--- config.mk ---
export PLATFORM = sky130hd
export DESIGN_NAME = mlb_loop_branch
export DESIGN_NICKNAME = d
export VERILOG_FILES = /design/src/verilog/mlb_pkg.sv /design/src/verilog/mlb_hint_unit.sv /design/src/verilog/mlb_loop_branch.sv
export VERILOG_INCLUDE_DIRS = /design/src /design/src/verilog
export SDC_FILE = /design/constraint.sdc
export NUM_CORES = 1
export LEC_CHECK = 0
export ABC_AREA = 1
export BUFFER_PORTS_ARGS = -buffer_cell sky130_fd_sc_hd__buf_2
export CAP_MARGIN = 20
export CORE_MARGIN = 2
export CORE_UTILIZATION = 40
export CTS_BUF_LIST = sky130_fd_sc_hd__clkbuf_4
export CTS_CLUSTER_SIZE = 16
export DETAILED_ROUTE_END_ITERATION = 10
export GPL_TIMING_DRIVEN = 1
export PLACE_DENSITY = 0.57
export SLEW_MARGIN = 10
export SYNTH_ARGS = -nofsm -noshare
export SYNTH_HDL_FRONTEND = slang
export SYNTH_HIERARCHICAL = 1
export SYNTH_SLANG_ARGS = --single-unit
--- constraint.sdc ---
create_clock -name clock -period 3.6 [get_ports clock]
set_input_delay 0.36 -clock clock [delete_from_list [all_inputs] [get_ports clock]]
set_output_delay 0.36 -clock clock [all_outputs]
set_load 0.01 [all_outputs]
--- src/verilog/mlb_regs.svh ---
// register offsets, field positions, reset values and region sizes of the loop branch unit
`ifndef MLB_REGS_SVH
`define MLB_REGS_SVH

`define MLB_OFF_LOOP_COUNT 5'h00
`define MLB_OFF_EPILOG_COUNT 5'h04
`define MLB_OFF_ROT_BASES 5'h08
`define MLB_OFF_PREV_BASES 5'h0c
`define MLB_OFF_GR_ROT_SIZE 5'h10
`define MLB_OFF_PREFETCH 5'h14
`define MLB_OFF_STATUS 5'h18

`define MLB_GR_LSB 0
`define MLB_FR_LSB 8
`define MLB_PR_LSB 16
`define MLB_MANY_LSB 8

`define MLB_FR_ROT_SIZE 7'h60
`define MLB_PR_ROT_SIZE 7'h30
`define MLB_GR_SIZE_RST 7'h00
`define MLB_FEW_LINES_RST 4'h2
`define MLB_MANY_LINES_RST 4'h8
`define MLB_BASES_RST 20'h0_0000
`define MLB_UNMAPPED_READ 32'h0000_0000

`endif

--- src/verilog/mlb_pkg.sv ---
// types shared by the loop branch unit and its hint decoder
`default_nettype none
package mlb_pkg;

  typedef enum logic [7:0] {
    MLB_OP_CLEAR_ALL = 8'h01,
    MLB_OP_CLEAR_PRED = 8'h02,
    MLB_OP_CALL = 8'h04,
    MLB_OP_RETURN = 8'h08,
    MLB_OP_COUNTED_TOP = 8'h10,
    MLB_OP_COUNTED_EXIT = 8'h20,
    MLB_OP_WHILE_TOP = 8'h40,
    MLB_OP_WHILE_EXIT = 8'h80
  } mlb_op_type;

  typedef enum logic [3:0] {
    MLB_STATIC_NOT_TAKEN = 4'h1,
    MLB_STATIC_TAKEN = 4'h2,
    MLB_DYNAMIC_NOT_TAKEN = 4'h4,
    MLB_DYNAMIC_TAKEN = 4'h8
  } mlb_strategy_type;

  typedef struct packed {
    logic [6:0] gr;
    logic [6:0] fr;
    logic [5:0] pr;
  } mlb_bases_type;

  typedef struct packed {
    mlb_op_type op;
    logic qual_pred;
    mlb_strategy_type strategy;
    logic many_lines;
    logic deallocate;
    logic has_history;
    logic history_taken;
  } mlb_request_type;

  typedef struct packed {
    logic valid;
    logic taken;
    logic exit_loop;
    logic rotated;
    logic stage_we;
    logic stage_value;
  } mlb_result_type;

  typedef struct packed {
    logic valid;
    logic predict_taken;
    logic use_dynamic;
    logic allocate;
    logic release_entry;
    logic [3:0] prefetch_lines;
  } mlb_predict_type;

endpackage
`default_nettype wire

--- src/verilog/mlb_hint_unit.sv ---
// branch hint interpretation: prediction strategy, prefetch amount, entry release
`timescale 1ns/1ps
`default_nettype none
module mlb_hint_unit
  import mlb_pkg::*;
(
  input wire logic clock,
  input wire logic nrst,
  input wire logic valid,
  input wire mlb_strategy_type strategy,
  input wire logic many_lines,
  input wire logic deallocate,
  input wire logic has_history,
  input wire logic history_taken,
  input wire logic is_loop,
  input wire logic loop_taken,
  input wire logic [3:0] few_cfg,
  input wire logic [3:0] many_cfg,
  output mlb_predict_type predict
);

  mlb_predict_type next_predict;

  always_comb begin
    next_predict = '0;
    next_predict.valid = valid;
    next_predict.prefetch_lines = many_lines ? many_cfg : few_cfg;
    if (is_loop) begin
      // strategy hint ignored, counts or the qualifying predicate already tell the direction
      next_predict.predict_taken = loop_taken;
    end else begin
      case (strategy)
        MLB_STATIC_NOT_TAKEN: next_predict.predict_taken = 1'b0;
        MLB_STATIC_TAKEN: next_predict.predict_taken = 1'b1;
        MLB_DYNAMIC_NOT_TAKEN: begin
          next_predict.use_dynamic = 1'b1;
          next_predict.allocate = 1'b1;
          next_predict.predict_taken = has_history & history_taken;
        end
        MLB_DYNAMIC_TAKEN: begin
          next_predict.use_dynamic = 1'b1;
          next_predict.allocate = 1'b1;
          next_predict.predict_taken = ~has_history | history_taken;
        end
        default: next_predict.predict_taken = 1'b0;
      endcase
    end
    if (deallocate) begin
      next_predict.allocate = 1'b0;
      next_predict.release_entry = 1'b1;
    end
  end

  always_ff @(posedge clock or negedge nrst) begin
    if (!nrst) begin
      predict <= '0;
    end else begin
      predict <= next_predict;
    end
  end

endmodule // mlb_hint_unit
`default_nettype wire

--- src/verilog/mlb_loop_branch.sv ---
// loop branch resolution, counters, rotating bases and register slave
//
// The implementer's own choices: the placing of the registers and register access over Avalon-MM.
`include "mlb_regs.svh"
`timescale 1ns/1ps
`default_nettype none
module mlb_loop_branch
  import mlb_pkg::*;
#(
  parameter int LC_W = 32,
  parameter int EC_W = 6
) (
  input wire logic clock,
  input wire logic nrst,
  input wire logic [4:0] avs_address,
  input wire logic avs_read,
  input wire logic avs_write,
  input wire logic [31:0] avs_writedata,
  output logic [31:0] avs_readdata,
  output logic avs_waitrequest,
  input wire logic req_valid,
  input wire mlb_request_type req,
  output mlb_result_type result,
  output mlb_predict_type predict,
  output mlb_bases_type bases
);

  logic [LC_W-1:0] loop_count;
  logic [EC_W-1:0] epilog_count;
  mlb_bases_type prev_bases;
  logic [6:0] gr_rot_size;
  logic [3:0] few_lines;
  logic [3:0] many_lines;
  logic bus_wr;

  logic is_counted;
  logic is_while;
  logic is_loop;
  logic is_top;
  logic cont;
  logic rotate;
  logic stage;
  logic dec_lc;
  logic dec_ec;
  logic taken;
  mlb_bases_type next_bases;

  // modulo decrement shared by the three rotating bases
  function automatic logic [6:0] dec_mod(input logic [6:0] base, input logic [6:0] size);
    dec_mod = (base == 7'h00) ? size - 7'h01 : base - 7'h01;
  endfunction

  function automatic logic [31:0] pack_bases(input mlb_bases_type b);
    pack_bases = '0;
    pack_bases[`MLB_GR_LSB +: 7] = b.gr;
    pack_bases[`MLB_FR_LSB +: 7] = b.fr;
    pack_bases[`MLB_PR_LSB +: 6] = b.pr;
  endfunction

  function automatic mlb_bases_type unpack_bases(input logic [31:0] w);
    unpack_bases.gr = w[`MLB_GR_LSB +: 7];
    unpack_bases.fr = w[`MLB_FR_LSB +: 7];
    unpack_bases.pr = w[`MLB_PR_LSB +: 6];
  endfunction

  // ---- bus slave: one wait cycle, answer at the second edge ----
  assign bus_wr = avs_write & ~avs_waitrequest;

  always_ff @(posedge clock or negedge nrst) begin
    if (!nrst) begin
      avs_waitrequest <= 1'b1;
    end else if ((avs_read | avs_write) & avs_waitrequest) begin
      avs_waitrequest <= 1'b0;
    end else begin
      avs_waitrequest <= 1'b1;
    end
  end

  always_ff @(posedge clock or negedge nrst) begin
    if (!nrst) begin
      avs_readdata <= 32'h0000_0000;
    end else if (avs_read & avs_waitrequest) begin
      case (avs_address)
        `MLB_OFF_LOOP_COUNT: avs_readdata <= 32'(loop_count);
        `MLB_OFF_EPILOG_COUNT: avs_readdata <= 32'(epilog_count);
        `MLB_OFF_ROT_BASES: avs_readdata <= pack_bases(bases);
        `MLB_OFF_PREV_BASES: avs_readdata <= pack_bases(prev_bases);
        `MLB_OFF_GR_ROT_SIZE: avs_readdata <= 32'(gr_rot_size);
        `MLB_OFF_PREFETCH: avs_readdata <= {20'h0_0000, many_lines, 4'h0, few_lines};
        `MLB_OFF_STATUS: avs_readdata <= {28'h000_0000, result.stage_value, result.rotated,
                                          result.exit_loop, result.taken};
        default: avs_readdata <= `MLB_UNMAPPED_READ;
      endcase
    end
  end

  always_ff @(posedge clock or negedge nrst) begin
    if (!nrst) begin
      gr_rot_size <= `MLB_GR_SIZE_RST;
      few_lines <= `MLB_FEW_LINES_RST;
      many_lines <= `MLB_MANY_LINES_RST;
    end else if (bus_wr) begin
      if (avs_address == `MLB_OFF_GR_ROT_SIZE) begin
        gr_rot_size <= avs_writedata[6:0];
      end
      if (avs_address == `MLB_OFF_PREFETCH) begin
        few_lines <= avs_writedata[3:0];
        many_lines <= avs_writedata[`MLB_MANY_LSB +: 4];
      end
    end
  end

  // ---- branch resolution ----
  assign is_counted = req_valid & ((req.op == MLB_OP_COUNTED_TOP) | (req.op == MLB_OP_COUNTED_EXIT));
  assign is_while = req_valid & ((req.op == MLB_OP_WHILE_TOP) | (req.op == MLB_OP_WHILE_EXIT));
  assign is_loop = is_counted | is_while;
  assign is_top = (req.op == MLB_OP_COUNTED_TOP) | (req.op == MLB_OP_WHILE_TOP);

  // hints never enter this path, so they cannot alter results
  always_comb begin
    cont = 1'b0;
    rotate = 1'b0;
    stage = 1'b0;
    dec_lc = 1'b0;
    dec_ec = 1'b0;
    if (is_counted) begin
      // qualifying predicate deliberately unread here
      if (loop_count != '0) begin
        cont = 1'b1;
        dec_lc = 1'b1;
        rotate = 1'b1;
        stage = 1'b1;
      end else if (epilog_count > EC_W'(1)) begin
        cont = 1'b1;
        dec_ec = 1'b1;
        rotate = 1'b1;
      end else if (epilog_count == EC_W'(1)) begin
        dec_ec = 1'b1;
        rotate = 1'b1;
      end
      // both zero: exit with no rotation, stage stays zero
    end else if (is_while) begin
      // loop count neither read nor written
      if (req.qual_pred) begin
        cont = 1'b1;
        rotate = 1'b1;
      end else if (epilog_count > EC_W'(1)) begin
        cont = 1'b1;
        dec_ec = 1'b1;
        rotate = 1'b1;
      end else if (epilog_count == EC_W'(1)) begin
        dec_ec = 1'b1;
        rotate = 1'b1;
      end
      // zero predicate and zero epilog: exit, no change
    end
  end

  // top continues on taken, exit form continues on not-taken
  assign taken = is_top ? cont : ~cont;

  always_comb begin
    next_bases = bases;
    if (req_valid) begin
      case (req.op)
        MLB_OP_CLEAR_ALL, MLB_OP_CALL: next_bases = '0;
        MLB_OP_CLEAR_PRED: next_bases.pr = 6'h00;
        MLB_OP_RETURN: next_bases = prev_bases;
        default: begin
          if (rotate) begin
            if (gr_rot_size != 7'h00) begin
              next_bases.gr = dec_mod(bases.gr, gr_rot_size);
            end
            next_bases.fr = dec_mod(bases.fr, `MLB_FR_ROT_SIZE);
            next_bases.pr = 6'(dec_mod({1'b0, bases.pr}, `MLB_PR_ROT_SIZE));
          end
        end
      endcase
    end
  end

  // a bus write in the same cycle overrides the branch update
  always_ff @(posedge clock or negedge nrst) begin
    if (!nrst) begin
      loop_count <= '0;
    end else if (bus_wr && avs_address == `MLB_OFF_LOOP_COUNT) begin
      loop_count <= avs_writedata[LC_W-1:0];
    end else if (dec_lc) begin
      loop_count <= loop_count - LC_W'(1);
    end
  end

  always_ff @(posedge clock or negedge nrst) begin
    if (!nrst) begin
      epilog_count <= '0;
    end else if (bus_wr && avs_address == `MLB_OFF_EPILOG_COUNT) begin
      epilog_count <= avs_writedata[EC_W-1:0];
    end else if (dec_ec) begin
      epilog_count <= epilog_count - EC_W'(1);
    end
  end

  always_ff @(posedge clock or negedge nrst) begin
    if (!nrst) begin
      bases <= `MLB_BASES_RST;
    end else if (bus_wr && avs_address == `MLB_OFF_ROT_BASES) begin
      bases <= unpack_bases(avs_writedata);
    end else begin
      bases <= next_bases;
    end
  end

  // a call saves the live bases so that a later return can restore them
  always_ff @(posedge clock or negedge nrst) begin
    if (!nrst) begin
      prev_bases <= `MLB_BASES_RST;
    end else if (bus_wr && avs_address == `MLB_OFF_PREV_BASES) begin
      prev_bases <= unpack_bases(avs_writedata);
    end else if (req_valid && req.op == MLB_OP_CALL) begin
      prev_bases <= bases;
    end
  end

  always_ff @(posedge clock or negedge nrst) begin
    if (!nrst) begin
      result <= '0;
    end else begin
      result.valid <= is_loop;
      result.stage_we <= is_loop;
      // outcome fields hold the last loop branch so the status word stays readable
      if (is_loop) begin
        result.taken <= taken;
        result.exit_loop <= ~cont;
        result.rotated <= rotate;
        result.stage_value <= stage;
      end
    end
  end

  mlb_hint_unit u_hint (
    .clock(clock),
    .nrst(nrst),
    .valid(req_valid),
    .strategy(req.strategy),
    .many_lines(req.many_lines),
    .deallocate(req.deallocate),
    .has_history(req.has_history),
    .history_taken(req.history_taken),
    .is_loop(is_loop),
    .loop_taken(taken),
    .few_cfg(few_lines),
    .many_cfg(many_lines),
    .predict(predict)
  );

  logic top_q;
  always_ff @(posedge clock or negedge nrst) begin
    if (!nrst) begin
      top_q <= 1'b0;
    end else begin
      top_q <= is_top;
    end
  end
endmodule // mlb_loop_branch
`default_nettype wire

==> summary.md <==
| Metric | Value |
|---|---|
| Synth cell types | `just under 50` |
| Peak supply drop | `about 220 uV` |
| DRT iter0 DRCs | `around 720` |
| Pre-antenna DRT Iters | `5` |
| Fill cells | `roughly 2.2k` |
| Slew headroom | `0.517` |
| First-pass GRT wire length | `42.9 mm` |
| Synth Warn # | `6` |
| Hold WC Path Type | `input port to flip-flop` |
| Required @ worst endpoint | `~4.0 ns` |
| Post-route ant nets | `0` |
| Die W | `150 microns` |
| Final hold slack | `~0.035 ns` |
| Number of synthesized flops with an enable pin | `0` |
| Vias in the first global route | `~7.7k` |
| Critical path fanouts, max | `29` |
| Leakage Power | `4.99 nW` |
| Clock Latency Late Sink | `0.57 ns` |
| Clk sinks | `140` |
| Power, Total | `5.05 mW` |
| Max-cap violations | `0` |
| Kind of critical path | `flip-flop to flip-flop` |
| #FFs+latches synth | `140` |
| Row count | `53` |
| Drt wl/cell | `17.8 microns` |
| Pin count of the biggest net entering global routing | `73` |
| Clk root buf | `clkbuf_4` |
| Post-layout util | `0.471` |
| CTS tree | `done` |
| Final setup viols | `0` |
| RSZ-0062 raised after global routing | `no` |
| H-tree depth | `4` |
| GR Overflow Total | `0` |
| Mean area per synthesized cell | `7.44 sq um` |
| Setup bufs post-CTS | `0` |
| GPL Wtd Cong | `0.915` |
| Vias | `roughly 8.3k` |
| Tightest Pin Transition | `between 0.7 and 0.8 ns` |
| Die height | `about 150 microns` |
| Crit start category | `flip-flop` |
| Minimum clock period | `2.54 ns` |
| Max Fclk | `a little under 400 MHz` |
| Via-to-Cell Ratio | `around 5.3` |
| Starting Density | `0.406` |
| Layout cells sized above 1 | `0.186` |
| Pwr Density | `511 nW/um^2` |
| Post-Syn Nets | `between 1k and 1.5k` |
| Final period util | `0.705` |
| Synth async-reset ratio | `1.00` |
| Crit. End Element | `flip-flop` |
| Final setup TNS | `0 ns` |
| Fin nets | `1338` |
| Mapped cell area | `8510 sq um` |
| Total I/O pin count | `between 100 and 150` |
| Max Slew Vio Count | `0` |
| Port bufs | `roughly 130` |
| Critical path arrival | `2.96 ns` |
| Max Clock Skew | `roughly 0.022 ns` |
| Final Hold Fails | `0` |
| CTS max path bufs | `2` |
| GRT Total Usage | `0.250` |
| Synth Instances | `between 1k and 1.5k` |
| Initial antenna violation count | `1` |
| Placed cell area | `9360 sq um` |
| DP HPWL | `slightly above 20 mm` |
| Total wire length | `~28 mm` |
| Status | `finished, final reports clean` |
| Area growth, synth to finish | `16.0%` |
| CORE AREA | `between 20000 and 25000 sq um` |
| Die area | `about 22000 sq um` |
| Num CTS Buffers | `17` |
| Final Cell Area | `between 9000 and 10000 sq um` |
| Worst-path clk slew | `about 0.14 ns` |
| DRC | `0` |
| Dominant synthesized flop cell | `dfrtp_1` |
| Sequential fraction of the synthesis area | `0.412` |
## logic make-up after synthesis
logic type                 Yosys count  share of synthesized area
muxes                                4                    0.00529
AOI/OAI and AO/OA                  258                      0.175
and+or+nand+nor                    516                      0.276
xor gates and xnor gates            26                     0.0267
adders and majority gates            8                     0.0118
buffers and inverters              193                     0.0924
DFF                                140                      0.412
## what timing repair did
item	in CTS	in global routing
endpoints found under the hold margin	77	0
hold buffers	11	0
gates resized for setup	0	0
## metrics by stage
stage	setup WS [ns]	cells
global route	0.836	1560
global placement	1.05	1516
floorplan	1.87	1145
detailed placement	0.952	1516
finish	1.06	1560
CTS	1.05	1559
## cell type report
| cell class | instances | area [sq um] | area share |
|---|---|---|---|
| clock buffers | 18 | 135 | 0.0137 |
| repair buffers | 142 | 797 | 0.0807 |
| flip-flops and latches | 140 | 3510 | 0.355 |
| clock inverters | 14 | 268 | 0.0271 |
| inverters | 158 | 603 | 0.0611 |
| multi-input cells | 812 | 4220 | 0.427 |
| well taps | 275 | 344 | 0.0348 |
| diodes | 1 | 2.50 | 0.000253 |
## cells in the mapped netlist (11+ instances only)
master / count / area share
o211ai_1: 16 / 0.014
nand2_1: 266 / 0.12
nand3_1: 75 / 0.044
inv_1: 142 / 0.063
o21ai_0: 136 / 0.080
o31ai_1: 14 / 0.012
nor2_2: 14 / 0.010
dfrtp_1: 137 / 0.40
o21ai_1: 21 / 0.012
nor2_1: 106 / 0.047
clkbuf_1: 19 / 0.0084
xor2_1: 21 / 0.022
o221ai_1: 13 / 0.013
nor3_1: 11 / 0.0065
inv_2: 12 / 0.0053
nand2_2: 12 / 0.0088
a21oi_1: 24 / 0.014
o22ai_1: 18 / 0.013
## placed cells by master (no fill, tap or decap), types with 18 or more instances in the layout
| master | n |
|---|---|
| o21ai_1 | 21 |
| nand3_1 | 75 |
| o21ai_0 | 136 |
| a21oi_1 | 24 |
| dfrtp_1 | 137 |
| clkbuf_4 | 18 |
| nand2_1 | 265 |
| buf_2 | 125 |
| inv_1 | 142 |
| nor2_1 | 106 |
| xor2_1 | 21 |
| o22ai_1 | 18 |
## where the power goes
| part | switching [mW] | internal (mW) |
|---|---|---|
| registers | 0.298 | 1.85 |
| clock network | 0.646 | 0.774 |
| logic | 0.943 | 0.532 |
| total | 1.89 | 3.16 |
## path summary, 6_finish.rpt
path | from | to | slack [ns] | cells after the start
max | avs_waitrequest$_DFF_PN1_ | prev_bases[5]$_DFFE_PN0P_ | 1.06 | 8
min | avs_writedata[25] | loop_count[25]$_DFFE_PN0P_ | 0.04 | 3
max reg2reg | avs_waitrequest$_DFF_PN1_ | prev_bases[5]$_DFFE_PN0P_ | 1.06 | 8
min reg2reg | avs_readdata[10]$_DFFE_PN0P_ | avs_readdata[10]$_DFFE_PN0P_ | 0.49 | 2
max in group asynchronous | nrst | many_lines[3]$_DFFE_PN1P_ | 2.34 | 3
min in group asynchronous | nrst | avs_readdata[28]$_DFFE_PN0P_ | 0.36 | 2
## routing by layer
layer | vias up | share of wire | track usage
met5 | - | 0 | 0
met4 | 0 | 0.034 | 0.0972
met3 | 64 | 0.066 | 0.0402
met2 | 312 | 0.44 | 0.389
met1 | 3865 | 0.46 | 0.349
li1 | 4019 | - | -
## flip-flops by register name, summed over array words and instances (netlist names)
signal / flops
avs_readdata: 32
loop_count: 32
bases: 20
prev_bases: 20
u_hint/predict: 9
gr_rot_size: 7
epilog_count: 6
result: 5
few_lines: 4
many_lines: 4
avs_waitrequest: 1
## worst max-delay path, stage by stage, from the launching register on
cell      delay [ns]
dfstp_2         0.42
nor2_4          0.28
inv_1           0.19
nor2_2          0.41
inv_2           0.30
nand2_2         0.39
inv_1           0.20
nand2_1         0.09
o221ai_1        0.10
No activity file was read; power rests on OpenSTA's default activity.
